==> config.mk <==
export PLATFORM = sky130hd
export DESIGN_NAME = asn_device_flat
export DESIGN_NICKNAME = d
export VERILOG_FILES = /design/src/inc/asn_pkg.sv /design/src/inc/asn_if.sv /design/src/rtl/asn_device.sv /design/src/rtl/asn_sync_edge.sv /design/src/flat_wrapper.sv
export SDC_FILE = /design/constraint.sdc
export NUM_CORES = 1
export LEC_CHECK = 0
export BUFFER_PORTS_ARGS = -buffer_cell sky130_fd_sc_hd__buf_2
export CAP_MARGIN = 20
export CORE_ASPECT_RATIO = 0.5
export CORE_MARGIN = 3
export CORE_UTILIZATION = 40
export CTS_CLUSTER_DIAMETER = 30
export DETAILED_ROUTE_END_ITERATION = 10
export PLACE_DENSITY = 0.67
export SLEW_MARGIN = 25
export SYNTH_ARGS = -nofsm -noshare
export SYNTH_HDL_FRONTEND = slang
export SYNTH_SLANG_ARGS = --single-unit
==> constraint.sdc <==
create_clock -name clk_sys -period 11.1 [get_ports clk_sys]
set_input_delay 0.555 -clock clk_sys [delete_from_list [all_inputs] [get_ports clk_sys]]
set_output_delay 0.555 -clock clk_sys [all_outputs]
set_load 0.005 [all_outputs]
==> src/inc/asn_pkg.sv <==
// asn_pkg: constants shared by the alarm block, its host end and the sync cell
// assumes one system clock; the alarm logic advances on a 4 MHz enable tick
package asn_pkg;
  localparam int ASN_DW   = 8;                  // register width
  localparam int ASN_NGRP = 6;                  // alarm register groups

  // group index inside the packed offset tables below
  localparam int ASN_GRP_OUTER = 0;
  localparam int ASN_GRP_HOLD  = 1;
  localparam int ASN_GRP_INNER = 2;
  localparam int ASN_GRP_NVM_A = 3;
  localparam int ASN_GRP_NVM_B = 4;
  localparam int ASN_GRP_REF   = 5;

  // page handling
  localparam logic [7:0] ASN_PAGE_SEL_OFF = 8'hff;
  localparam logic [7:0] ASN_ALARM_PAGE   = 8'h00;
  localparam logic [7:0] ASN_PAGE_RESET   = 8'h00;

  // offsets, entry g is group g
  localparam logic [ASN_NGRP-1:0][7:0] ASN_STATUS_OFFS =
    {8'h9d, 8'h9a, 8'h96, 8'h92, 8'h0a, 8'h06};
  localparam logic [ASN_NGRP-1:0][7:0] ASN_STICKY_OFFS =
    {8'h9e, 8'h9b, 8'h97, 8'h93, 8'h0b, 8'h07};
  localparam logic [ASN_NGRP-1:0][7:0] ASN_ENABLE_OFFS =
    {8'h9f, 8'h9c, 8'h98, 8'h94, 8'h0c, 8'h08};
  localparam logic [ASN_NGRP-1:0][7:0] ASN_IRQSEL_OFFS =
    {8'he5, 8'he4, 8'he3, 8'he2, 8'he1, 8'he0};

  // field positions
  localparam int ASN_PLL_BITS     = 4;          // pll alarms sit in bits 3:0
  localparam int ASN_NVM_B_BITS   = 5;          // loader group b uses bits 4:0
  localparam int ASN_REF_XO_BIT   = 4;
  localparam int ASN_REF_CMON_BIT = 5;

  // values after reset
  localparam logic [7:0] ASN_STICKY_RESET = 8'hff;
  localparam logic [7:0] ASN_ENABLE_RESET = 8'hff;
  localparam logic [7:0] ASN_IRQSEL_RESET = 8'hff;
  localparam logic [7:0] ASN_CLEAR_ALL    = 8'hff;
  localparam logic       ASN_IRQ_N_RESET  = 1'b0; // all stickies pending at reset

  // alarm logic clock, delivered as an enable of the system clock
  localparam int ASN_RC_CLOCK_HZ = 4_000_000;

  // host start-up: clear every sticky, then open every enable
  localparam int ASN_INIT_WRITES = 2 * ASN_NGRP;
endpackage

==> src/inc/asn_if.sv <==
// asn_if: parallel register port and interrupt pin between host and alarm block
// assumes both ends share clk_sys and the same clock enable
`timescale 1ns/1ps
interface asn_if;
  logic       req_wr;   // write request, one enabled cycle
  logic       req_rd;   // read request, one enabled cycle
  logic [7:0] addr;     // offset within the selected page
  logic [7:0] wdata;    // write data
  logic [7:0] rdata;    // read data, valid with rvalid
  logic       rvalid;   // read answer pulse
  logic       irq_n;    // interrupt pin, low while a selected sticky is set

  modport dev  (input req_wr, req_rd, addr, wdata, output rdata, rvalid, irq_n);
  modport host (output req_wr, req_rd, addr, wdata, input rdata, rvalid, irq_n);
endinterface

==> src/rtl/asn_device.sv <==
// asn_device: alarm status, sticky notify, enable and interrupt-select registers
// assumes a host on asn_if.dev and clk_en pulsing at the 4 MHz RC rate
//
// Functional notes
// - status reads live defect level, unlatched
// - rising status edge sets its sticky bit
// - sticky holds until host writes one
// - sticky sets only while enable bit is one
// - enable registers reset to all ones
// - cleared sticky sets again on next edge
// - all alarm logic runs on 4 MHz tick
// - sticky registers reset to all ones
// - host clears stickies, opens enables at start
// - host clears stickies after loading a profile
// - interrupt pin is NOR of selected stickies
// - interrupt selection configurable per sticky bit
// - host clears selected stickies to release pin
// - writing offset 0xff selects the page
// - page stays selected until rewritten
// - xo loss bit 4, cmon lock bit 5
// - outer lock loss of four plls, bits 3:0
// - holdover hold of four plls, bits 3:0
// - inner lock loss of four plls, bits 3:0
// - eight loader events in group a
// - loader timeout, data, stop errors bits 0-2
// - loader start, read-done timeout bits 3-4
`timescale 1ns/1ps
module asn_device #(
  parameter int SYNC_STAGES = 2
) (
  // clock, reset and 4 MHz tick
  input  wire logic       clk_sys,
  input  wire logic       reset,
  input  wire logic       clk_en,
  // register port and interrupt pin
  asn_if.dev              bus,
  // pll alarms, pll n on bit n
  input  wire logic [asn_pkg::ASN_PLL_BITS-1:0] outer_lock_loss,
  input  wire logic [asn_pkg::ASN_PLL_BITS-1:0] inner_lock_loss,
  input  wire logic       pll0_holdover_hold,
  input  wire logic       pll1_holdover_hold,
  input  wire logic       pll2_holdover_hold,
  input  wire logic       pll3_holdover_hold,
  // loader events, group a
  input  wire logic       nvm_read_done,
  input  wire logic       nvm_crc_error,
  input  wire logic       nvm_arb_lost,
  input  wire logic       nvm_page_ident_error,
  input  wire logic       nvm_device_ident_error,
  input  wire logic       nvm_size_error,
  input  wire logic       nvm_word_addr_error,
  input  wire logic       nvm_dev_addr_error,
  // loader defects, group b: start timeout, data, stop, start, read-done timeout
  input  wire logic [asn_pkg::ASN_NVM_B_BITS-1:0] nvm_loader_b_defect,
  // reference clock monitor
  input  wire logic       xo_clock_loss,
  input  wire logic       cmon_inner_lock_loss
);
  import asn_pkg::*;

  localparam int NBITS = ASN_NGRP * ASN_DW;

  typedef struct packed {
    logic [7:0]                   page;
    logic [ASN_NGRP-1:0][7:0]     sticky;
    logic [ASN_NGRP-1:0][7:0]     enable;
    logic [ASN_NGRP-1:0][7:0]     irq_sel;
    logic [7:0]                   rdata;
    logic                         rvalid;
    logic                         irq_n;
  } asn_dev_state_type;

  localparam asn_dev_state_type ST_RESET = '{
    page:    ASN_PAGE_RESET,
    sticky:  {ASN_NGRP{ASN_STICKY_RESET}},
    enable:  {ASN_NGRP{ASN_ENABLE_RESET}},
    irq_sel: {ASN_NGRP{ASN_IRQSEL_RESET}},
    rdata:   '0,
    rvalid:  1'b0,
    irq_n:   ASN_IRQ_N_RESET
  };

  asn_dev_state_type         st;
  asn_dev_state_type         next_st;
  logic [ASN_NGRP-1:0][7:0]  defect;
  logic [NBITS-1:0]          live;
  logic [NBITS-1:0]          rise;
  logic [ASN_NGRP-1:0][7:0]  live_grp;
  logic [ASN_NGRP-1:0][7:0]  rise_grp;
  logic [ASN_NGRP-1:0]       hit_status;
  logic [ASN_NGRP-1:0]       hit_sticky;
  logic [ASN_NGRP-1:0]       hit_enable;
  logic [ASN_NGRP-1:0]       hit_irqsel;
  logic                      on_alarm_page;
  logic                      wr;
  logic                      rd;
  logic [7:0]                rd_val;
  logic [7:0]                clr;
  logic [7:0]                set;

  // one-hot match of an offset against a table of group offsets
  function automatic logic [ASN_NGRP-1:0] match_group(
    input logic [7:0]               a,
    input logic [ASN_NGRP-1:0][7:0] tbl
  );
    logic [ASN_NGRP-1:0] hit;
    hit = '0;
    for (int g = 0; g < ASN_NGRP; g++) begin
      hit[g] = (a == tbl[g]);
    end
    return hit;
  endfunction

  // defect sources at their register bit positions; unused bits zero
  assign defect[ASN_GRP_OUTER] = {4'h0, outer_lock_loss};
  assign defect[ASN_GRP_HOLD]  = {4'h0, pll3_holdover_hold, pll2_holdover_hold,
                                  pll1_holdover_hold, pll0_holdover_hold};
  assign defect[ASN_GRP_INNER] = {4'h0, inner_lock_loss};
  assign defect[ASN_GRP_NVM_A] = {nvm_dev_addr_error, nvm_word_addr_error,
                                  nvm_size_error, nvm_device_ident_error,
                                  nvm_page_ident_error, nvm_arb_lost,
                                  nvm_crc_error, nvm_read_done};
  assign defect[ASN_GRP_NVM_B] = {3'h0, nvm_loader_b_defect};

  // reference group: bits other than the two monitor flags read zero
  assign defect[ASN_GRP_REF] = (8'(xo_clock_loss) << ASN_REF_XO_BIT)
                             | (8'(cmon_inner_lock_loss) << ASN_REF_CMON_BIT);

  // sources may be asynchronous, so synchronise before edge detection
  asn_sync_edge #(
    .WIDTH  (NBITS),
    .STAGES (SYNC_STAGES)
  ) i_asn_sync_edge (
    .clk_sys  (clk_sys),
    .reset    (reset),
    .clk_en   (clk_en),
    .async_in (defect),
    .level    (live),
    .rise     (rise)
  );

  assign live_grp = live;
  assign rise_grp = rise;

  // address decode; alarm registers exist on the alarm page only
  assign on_alarm_page = (st.page == ASN_ALARM_PAGE);
  assign wr            = bus.req_wr;
  assign rd            = bus.req_rd & ~bus.req_wr; // write wins if both are raised
  assign hit_status    = on_alarm_page ? match_group(bus.addr, ASN_STATUS_OFFS) : '0;
  assign hit_sticky    = on_alarm_page ? match_group(bus.addr, ASN_STICKY_OFFS) : '0;
  assign hit_enable    = on_alarm_page ? match_group(bus.addr, ASN_ENABLE_OFFS) : '0;
  assign hit_irqsel    = on_alarm_page ? match_group(bus.addr, ASN_IRQSEL_OFFS) : '0;

  // read multiplexer; unmapped offsets and other pages read zero, except the page select, which reads on every page
  always_comb begin
    rd_val = '0;
    if (bus.addr == ASN_PAGE_SEL_OFF) begin
      rd_val = st.page;
    end
    for (int g = 0; g < ASN_NGRP; g++) begin
      if (hit_status[g]) begin
        rd_val = live_grp[g];
      end
      if (hit_sticky[g]) begin
        rd_val = st.sticky[g];
      end
      if (hit_enable[g]) begin
        rd_val = st.enable[g];
      end
      if (hit_irqsel[g]) begin
        rd_val = st.irq_sel[g];
      end
    end
  end

  // next state of every register
  always_comb begin
    next_st        = st;
    next_st.rvalid = 1'b0;
    clr            = '0;
    set            = '0;
    // page select is reachable from every page
    if (wr && bus.addr == ASN_PAGE_SEL_OFF) begin
      next_st.page = bus.wdata;
    end
    for (int g = 0; g < ASN_NGRP; g++) begin
      // status offsets take no write
      clr = (wr && hit_sticky[g]) ? bus.wdata : 8'h00;
      set = rise_grp[g] & st.enable[g];
      // set wins over a clear arriving in the same cycle
      next_st.sticky[g] = (st.sticky[g] & ~clr) | set;
      if (wr && hit_enable[g]) begin
        next_st.enable[g] = bus.wdata;
      end
      if (wr && hit_irqsel[g]) begin
        next_st.irq_sel[g] = bus.wdata;
      end
    end
    if (rd) begin
      next_st.rvalid = 1'b1;
      next_st.rdata  = rd_val;
    end
    // pin is registered from the next stickies, so it moves on the same tick as they do
    next_st.irq_n = ~(|(next_st.sticky & next_st.irq_sel));
  end

  // everything advances on the 4 MHz tick only
  always_ff @(posedge clk_sys or posedge reset) begin
    if (reset) begin
      st <= ST_RESET;
    end else if (clk_en) begin
      st <= next_st;
    end
  end

  // outputs straight from flops
  assign bus.rdata  = st.rdata;
  assign bus.rvalid = st.rvalid;
  assign bus.irq_n  = st.irq_n;
endmodule

==> src/rtl/asn_sync_edge.sv <==
// asn_sync_edge: multi-stage synchroniser with rising-edge detection per bit
// assumes inputs may come from any clock domain; advances only on clk_en
`timescale 1ns/1ps
module asn_sync_edge #(
  parameter int WIDTH  = 8,
  parameter int STAGES = 2
) (
  // clock and reset
  input  wire logic             clk_sys,
  input  wire logic             reset,
  input  wire logic             clk_en,
  // raw and synchronised levels
  input  wire logic [WIDTH-1:0] async_in,
  output logic      [WIDTH-1:0] level,
  output logic      [WIDTH-1:0] rise
);
  import asn_pkg::*;

  typedef struct packed {
    logic [STAGES-1:0][WIDTH-1:0] stage;
    logic [WIDTH-1:0]             prev;
  } asn_sync_state_type;

  asn_sync_state_type st;
  asn_sync_state_type next_st;

  // fewer than two stages would let metastability reach the edge detector
  if (STAGES < 2 || WIDTH < 1) begin : g_check
    $error("asn_sync_edge: STAGES must be at least 2 and WIDTH at least 1");
  end

  // stage 0 feeds only stage 1; the edge detector looks at the last stage
  always_comb begin
    next_st       = st;
    next_st.stage = {st.stage[STAGES-2:0], async_in};
    next_st.prev  = st.stage[STAGES-1];
  end

  always_ff @(posedge clk_sys or posedge reset) begin
    if (reset) begin
      st <= '0;
    end else if (clk_en) begin
      st <= next_st;
    end
  end

  assign level = st.stage[STAGES-1];
  assign rise  = st.stage[STAGES-1] & ~st.prev; // a pulse sampled on one tick still leaves an edge
endmodule

==> src/flat_wrapper.sv <==
// flat-port wrapper written by rule: the top's interface ports become plain ports
module asn_device_flat import asn_pkg::*;
#(
  parameter int SYNC_STAGES = 2
)
  (clk_sys, reset, clk_en, outer_lock_loss, inner_lock_loss, pll0_holdover_hold, pll1_holdover_hold, pll2_holdover_hold, pll3_holdover_hold, nvm_read_done, nvm_crc_error, nvm_arb_lost, nvm_page_ident_error, nvm_device_ident_error, nvm_size_error, nvm_word_addr_error, nvm_dev_addr_error, nvm_loader_b_defect, xo_clock_loss, cmon_inner_lock_loss, bus_req_wr, bus_req_rd, bus_addr, bus_wdata, bus_rdata, bus_rvalid, bus_irq_n);
  asn_if bus_i ();
  input  wire logic clk_sys;
  input  wire logic reset;
  input  wire logic clk_en;
  input  wire logic [asn_pkg::ASN_PLL_BITS-1:0] outer_lock_loss;
  input  wire logic [asn_pkg::ASN_PLL_BITS-1:0] inner_lock_loss;
  input  wire logic pll0_holdover_hold;
  input  wire logic pll1_holdover_hold;
  input  wire logic pll2_holdover_hold;
  input  wire logic pll3_holdover_hold;
  input  wire logic nvm_read_done;
  input  wire logic nvm_crc_error;
  input  wire logic nvm_arb_lost;
  input  wire logic nvm_page_ident_error;
  input  wire logic nvm_device_ident_error;
  input  wire logic nvm_size_error;
  input  wire logic nvm_word_addr_error;
  input  wire logic nvm_dev_addr_error;
  input  wire logic [asn_pkg::ASN_NVM_B_BITS-1:0] nvm_loader_b_defect;
  input  wire logic xo_clock_loss;
  input  wire logic cmon_inner_lock_loss;
  input wire logic [$bits(bus_i.req_wr)-1:0] bus_req_wr;
  input wire logic [$bits(bus_i.req_rd)-1:0] bus_req_rd;
  input wire logic [$bits(bus_i.addr)-1:0] bus_addr;
  input wire logic [$bits(bus_i.wdata)-1:0] bus_wdata;
  output wire logic [$bits(bus_i.rdata)-1:0] bus_rdata;
  output wire logic [$bits(bus_i.rvalid)-1:0] bus_rvalid;
  output wire logic [$bits(bus_i.irq_n)-1:0] bus_irq_n;
  assign bus_i.req_wr = bus_req_wr;
  assign bus_i.req_rd = bus_req_rd;
  assign bus_i.addr = bus_addr;
  assign bus_i.wdata = bus_wdata;
  assign bus_rdata = bus_i.rdata;
  assign bus_rvalid = bus_i.rvalid;
  assign bus_irq_n = bus_i.irq_n;
  asn_device #(.SYNC_STAGES(SYNC_STAGES)) u_core (.clk_sys(clk_sys), .reset(reset), .clk_en(clk_en), .bus(bus_i), .outer_lock_loss(outer_lock_loss), .inner_lock_loss(inner_lock_loss), .pll0_holdover_hold(pll0_holdover_hold), .pll1_holdover_hold(pll1_holdover_hold), .pll2_holdover_hold(pll2_holdover_hold), .pll3_holdover_hold(pll3_holdover_hold), .nvm_read_done(nvm_read_done), .nvm_crc_error(nvm_crc_error), .nvm_arb_lost(nvm_arb_lost), .nvm_page_ident_error(nvm_page_ident_error), .nvm_device_ident_error(nvm_device_ident_error), .nvm_size_error(nvm_size_error), .nvm_word_addr_error(nvm_word_addr_error), .nvm_dev_addr_error(nvm_dev_addr_error), .nvm_loader_b_defect(nvm_loader_b_defect), .xo_clock_loss(xo_clock_loss), .cmon_inner_lock_loss(cmon_inner_lock_loss));
endmodule
Yosys cells after proc, flatten, opt, wreduce, memory -nomap -nowiden

Cells that the tools add are included.

Register bits after elaboration: 261
Latch bits: 0
Memory bits (writable): 0
Memory bits (read-only): 0
Output and inout bits: 10
Word-level logic and storage cells: 152
Memories kept: 0

Add/sub/neg operators: 0
Multipliers: 0
Div/mod/pow operators: 0
$lt $le $gt $ge: 0
Equal/unequal tests: 25
Shift operators: 0
Multiplexer cells: 42
Bitwise logic cells: 31
Reduce and logical (&&, ||, !) cells: 29

Operator list:

| cell                 | count |
|---|---|
| $mux W8              | 37 |
| $eq A8 B8 Y1 const B | 19 |
| $and A48 B48 Y48     | 2 |
| $and A8 B8 Y8        | 12 |
| $not A48 Y48         | 1 |
| $not A8 Y8           | 6 |
| $or A8 B8 Y8         | 6 |
| $reduce_or A48 Y1    | 1 |
| $eq A8 B4 Y1 const B | 4 |
| $mux W6              | 4 |
| $logic_and A1 B1 Y1  | 19 |
| $eq A8 B3 Y1 const B | 2 |
| $reduce_and A2 Y1    | 8 |
| $logic_not A8 Y1     | 1 |
| $or A5 B6 Y6         | 1 |
| $not A1 Y1           | 2 |
| $and A1 B1 Y1        | 1 |
| $mux W1              | 1 |

Logic depth before layout (Yosys ltp)

Depth in word-level cells: 26
Depth in mapped cells: 11
Depth with buffers taken out: 8

By module

From an unflattened synthesis, not the netlist that was laid out.

Cells, all modules: 1560
Area total of the unflattened synthesis: 16781.1 sq um

By module, submodules not included:

| module        | times used | cells an instance | area each (sq um) |
|---|---|---|---|
| asn_device    | 1          | 1159              | 10536.4 |
| asn_sync_edge | 1          | 401               | 6244.7 |

Least setup slack after synthesis

No wires, ideal clock.

Path kind: in2reg
Start: input bus_addr[2]
End: register u_core.st (netlist bit u_core.bus.irq_n)
Setup time: 0.068 ns
Arrival: 3.004 ns
Data required time: 11.032 ns
Setup slack: 8.028 ns
Stages: 10
Path buffers: 2
Path through: buf_2 -> or4b_2 -> nor4_4 -> and2_1 -> buf_4 -> mux2_2 -> a32oi_1 -> o211ai_1 -> nor4_1 -> a32o_1

Longest elaborated chain between the ends: 10

Ends and longest elaborated chain:

| what                                 | line               | text |
|---|---|---|
| start, declared                      | flat_wrapper.sv:30 | `input wire logic [$bits(bus_i.addr)-1:0] bus_addr;` |
| $eq A8 B3 Y1 (tied with other cells) | asn_device.sv:109  | `hit[g] = (a == tbl[g]);` |
| $mux W6                              | asn_device.sv:150  | `assign hit_sticky = on_alarm_page ? match_group(bus.addr, ASN_STICKY_OFFS) : '0;` |
| $logic_and A1 B1 Y1                  | asn_device.sv:188  | `clr = (wr && hit_sticky[g]) ? bus.wdata : 8'h00;` |
| $mux W8                              | asn_device.sv:188  |  |
| $not A8 Y8                           | asn_device.sv:191  | `next_st.sticky[g] = (st.sticky[g] & ~clr) \| set;` |
| $and A8 B8 Y8                        | asn_device.sv:191  |  |
| $or A8 B8 Y8                         | asn_device.sv:191  |  |
| $and A48 B48 Y48 (*)                 | asn_device.sv:204  | `next_st.irq_n = ~(\|(next_st.sticky & next_st.irq_sel));` |
| $reduce_or A48 Y1 (*)                | asn_device.sv:204  |  |
| $not A1 Y1 (*)                       | asn_device.sv:204  |  |
| end signal, assigned                 | asn_device.sv:212  | `st <= next_st;` |
| end, declared                        | asn_device.sv:83   | `asn_dev_state_type st;` |

Every way passes the cells marked *; elsewhere a longest branch is shown, timed or not.
A chain may end at the register's enable or synchronous reset.

Final worst setup path

Start: register u_core.st[161] (netlist bit)
End: register u_core.st (netlist bit u_core.bus.irq_n)

Longest elaborated chain between the ends: 10

Ends and longest elaborated chain:

| what                  | line              | text |
|---|---|---|
| $logic_not A8 Y1 (*)  | asn_device.sv:146 | `assign on_alarm_page = (st.page == ASN_ALARM_PAGE);` |
| $mux W6               | asn_device.sv:150 |  |
| $logic_and A1 B1 Y1   | asn_device.sv:188 |  |
| $mux W8               | asn_device.sv:188 |  |
| $not A8 Y8            | asn_device.sv:191 |  |
| $and A8 B8 Y8         | asn_device.sv:191 |  |
| $or A8 B8 Y8          | asn_device.sv:191 |  |
| $and A48 B48 Y48 (*)  | asn_device.sv:204 |  |
| $reduce_or A48 Y1 (*) | asn_device.sv:204 |  |
| $not A1 Y1 (*)        | asn_device.sv:204 |  |

Marks and branches as above.

==> results.md <==
* Status: completed
* Fmax at 224 MHz
* CP startpoint: u_core.st[161]
* Port Buffer Count at 57
* Root Driver: clkbuf_16
* Worst-path fanout max at 19
* Final setup fails at 0
* FP Rows at 45
* H-tree levels at 2
* Hold Buf Count CTS at 0
* Full die area at 34900 sq um
* Post-synth EDFFs at 0
* DR iter-0 viols at 1691
* Core Box Area at 31200 sq um
* Pwr/cell area at 170 nW/um^2
* Final critical-path required period at 4460 ps
* CTS clk-pin slew, worst paths at 60 ps
* DR vias/cell at 6.67
* Clk_skew at 28.8 ps
* Initial core utilization at 41.7%
* Crit Path Category: register to register
* Ratio of cells with drive above 1 in the final layout at 38.9%
* Placer Congestion at 1.05
* Antenna Nets Post-Route at 0
* Resized cells post-CTS at 0
* Worst Tran Pin Value at 1160 ps
* Pin count of the biggest net entering global routing at 101
* Vias in the first global route at 11100
* Initial antenna violation count at 2
* Total Wirelength at 57500 um
* Syn nets at 1283
* Top FF cell, synth: dfstp_2
* Yosys cell types at 79
* FF/Latch Area at 6260 sq um
* Setup Slack @ Placement at 6780 ps
* R2r startpoint: u_core.st[161]
* IO Count at 58
* CTS Buf Count at 38
* P&R area growth vs syn at 15.9%
* Remaining global-route overflow at 0
* Syn Area/Cell at 10.5 sq um
* Nets at 1321
* Sum of negative setup slack at 0 ps
* Final period util at 40.2%
* CTS max path bufs at 3
* Slew Limit Fails at 0
* Fillers at 2885
* First-pass GRT wire length at 81900 um
* Share of the yosys chip area belonging to registers at 48.1%
* CTS tree: yes
* Yosys warns at 0
* Area leader, netlist: dfstp_2
* Max-cap violations at 0
* Async SR Flop Fraction at 100%
* Clock Latency Late Sink at 550 ps
* Most common cell after layout, fill and taps aside: mux2_2
* Post-CTS setup buffers at 0
* CP startpoint kind: register
* CP endpoint kind: register
* Hpwl dp at 42300 um
* GRT Resource Usage Total at 32.8%
* Worst hold slack at 120 ps
* Clk sink count at 243
* Synth area leaders: dfstp_2 (29%), dfrtp_1 (19%), mux2_2 (16%), nand2_1 (3.3%), o21ai_0 (3.2%)
* DRC Markers at 0
* Critical Path RT at 11580 ps
* RSZ-0062 raised after global routing: no
* Wire length per cell at 33.3 um
* Lkg Pwr at 5.95 nW
* Synthesized area at 13000 sq um
* Setup WS post-layout at 6640 ps
* Worst VDD drop at 0.127 mV
* Crit path arrival time at 4940 ps
* Die width at 261 um
* Hold crit path type: primary input to asynchronous set/reset pin
* Most frequent cells in the layout: mux2_2 (183), dfstp_2 (144), nand2_1 (116)
* Post-Synthesis Cells at 1235
* Final hold vios at 0
* Die extent in y at 134 um
* Max-slew headroom at 22.6%
* DRT Pass-1 Iters at 6
* Yosys top cell area share at 29.1%
* Area of the multi-input gates at 6320 sq um
* Synthesized flop and latch total at 243
* Routed vias at 11500
[stage by stage]
stage / area [sq um] / util, % / total power (W) / instances
after floorplan: 13000 / - / 0.00118 / 1235
after global placement: 13700 / 43.8 / 0.00128 / 1656
after detailed placement: 13700 / 43.9 / 0.00128 / 1656
after CTS: 15100 / 48.3 / 0.00256 / 1726
after global routing: 15100 / 48.4 / 0.00264 / 1726
final: 15100 / 48.4 / 0.00256 / 1727
[power by group]
group          switching (W)  internal [W]
Sequential         0.0000712      0.000972
Clock               0.000486      0.000795
Combinational       0.000151     0.0000884
Total               0.000708       0.00186
[state kept, by name (all words and copies together) (netlist names)]
| signal | flops |
|---|---|
| u_core.bus.irq_n | 1 |
| u_core.bus.rdata | 8 |
| u_core.bus.rvalid | 1 |
| u_core.i_asn_sync_edge.level | 27 |
| u_core.i_asn_sync_edge.next_st | 27 |
| u_core.i_asn_sync_edge.st | 27 |
| u_core.st | 152 |
[final timing paths]
check	to	cells after the start	slack (ps)
hold / removal	u_core.i_asn_sync_edge.next_st[127]	2	120
min in group clk_sys	u_core.i_asn_sync_edge.next_st[112]	2	230
setup / recovery	u_core.bus.irq_n	9	6640
setup reg to reg	u_core.bus.irq_n	9	6640
hold reg to reg	u_core.st[107]	1	460
max in group asynchronous	u_core.st[156]	3	9580
[area by class of cell]
class                   instances  area share (%)
inverters                      19           0.522
diodes                          1          0.0166
multi-input cells             884            41.9
well taps                     423            3.51
clock inverters                24            2.11
repair buffers                 87            3.43
clock buffers                  46            7.04
flip-flops and latches        243            41.5
[cells in the mapped netlist (5+ instances only)]
cell type    n
buf_2       11
a21o_1       5
nor4_1      17
o21a_1      20
nand3_1     50
mux2i_1     11
o31ai_1      6
a22o_1       7
nand2_1    116
a21boi_0     9
nand4_1     22
nor3_1      30
a32o_1       6
clkbuf_1    62
nor2_1      64
mux2_2     183
dfrtp_1     99
o2bb2ai_1    5
o21ai_0     82
a21oi_1     49
a31oi_1      8
dfstp_2    144
o22ai_1     12
inv_1       18
nand3b_1    16
a32oi_1     12
and3_1       8
a22oi_1     22
a211oi_1     6
nor2b_1      5
a221oi_1    17
and2_1       7
buf_4       10
buf_1        5
or4_1        8
[worst max-delay path: stages, from the launching register on]
cell	delay (ps)
dfrtp_1	420
or4_1	980
nor3_1	780
buf_4	300
and2_1	550
nand2_1	120
a32oi_1	590
nand4_1	220
nor4_1	240
a32o_1	210
[layer usage]
layer | part of all wire [%] | vias up | track usage [%]
met2 | 37 | 782 | 41.3
li1 | - | 4728 | -
met4 | 2.0 | 2 | 6.76
met3 | 15 | 123 | 16.9
met5 | 0.023 | - | 0
met1 | 46 | 5890 | 49.1
[cell families (layout without fill, tap and decap cells)]
| family | Yosys count | in the layout | share of synthesized area, % |
|---|---|---|---|
| buffers and inverters | 108 | 176 | 3.57 |
| AOI/OAI and AO/OA | 307 | 307 | 16.0 |
| and+or+nand+nor | 379 | 379 | 15.3 |
| other | 0 | 1 | 0 |
| muxes | 198 | 198 | 17.0 |
| DFF | 243 | 243 | 48.1 |
(Power assumes the default switching activity.)
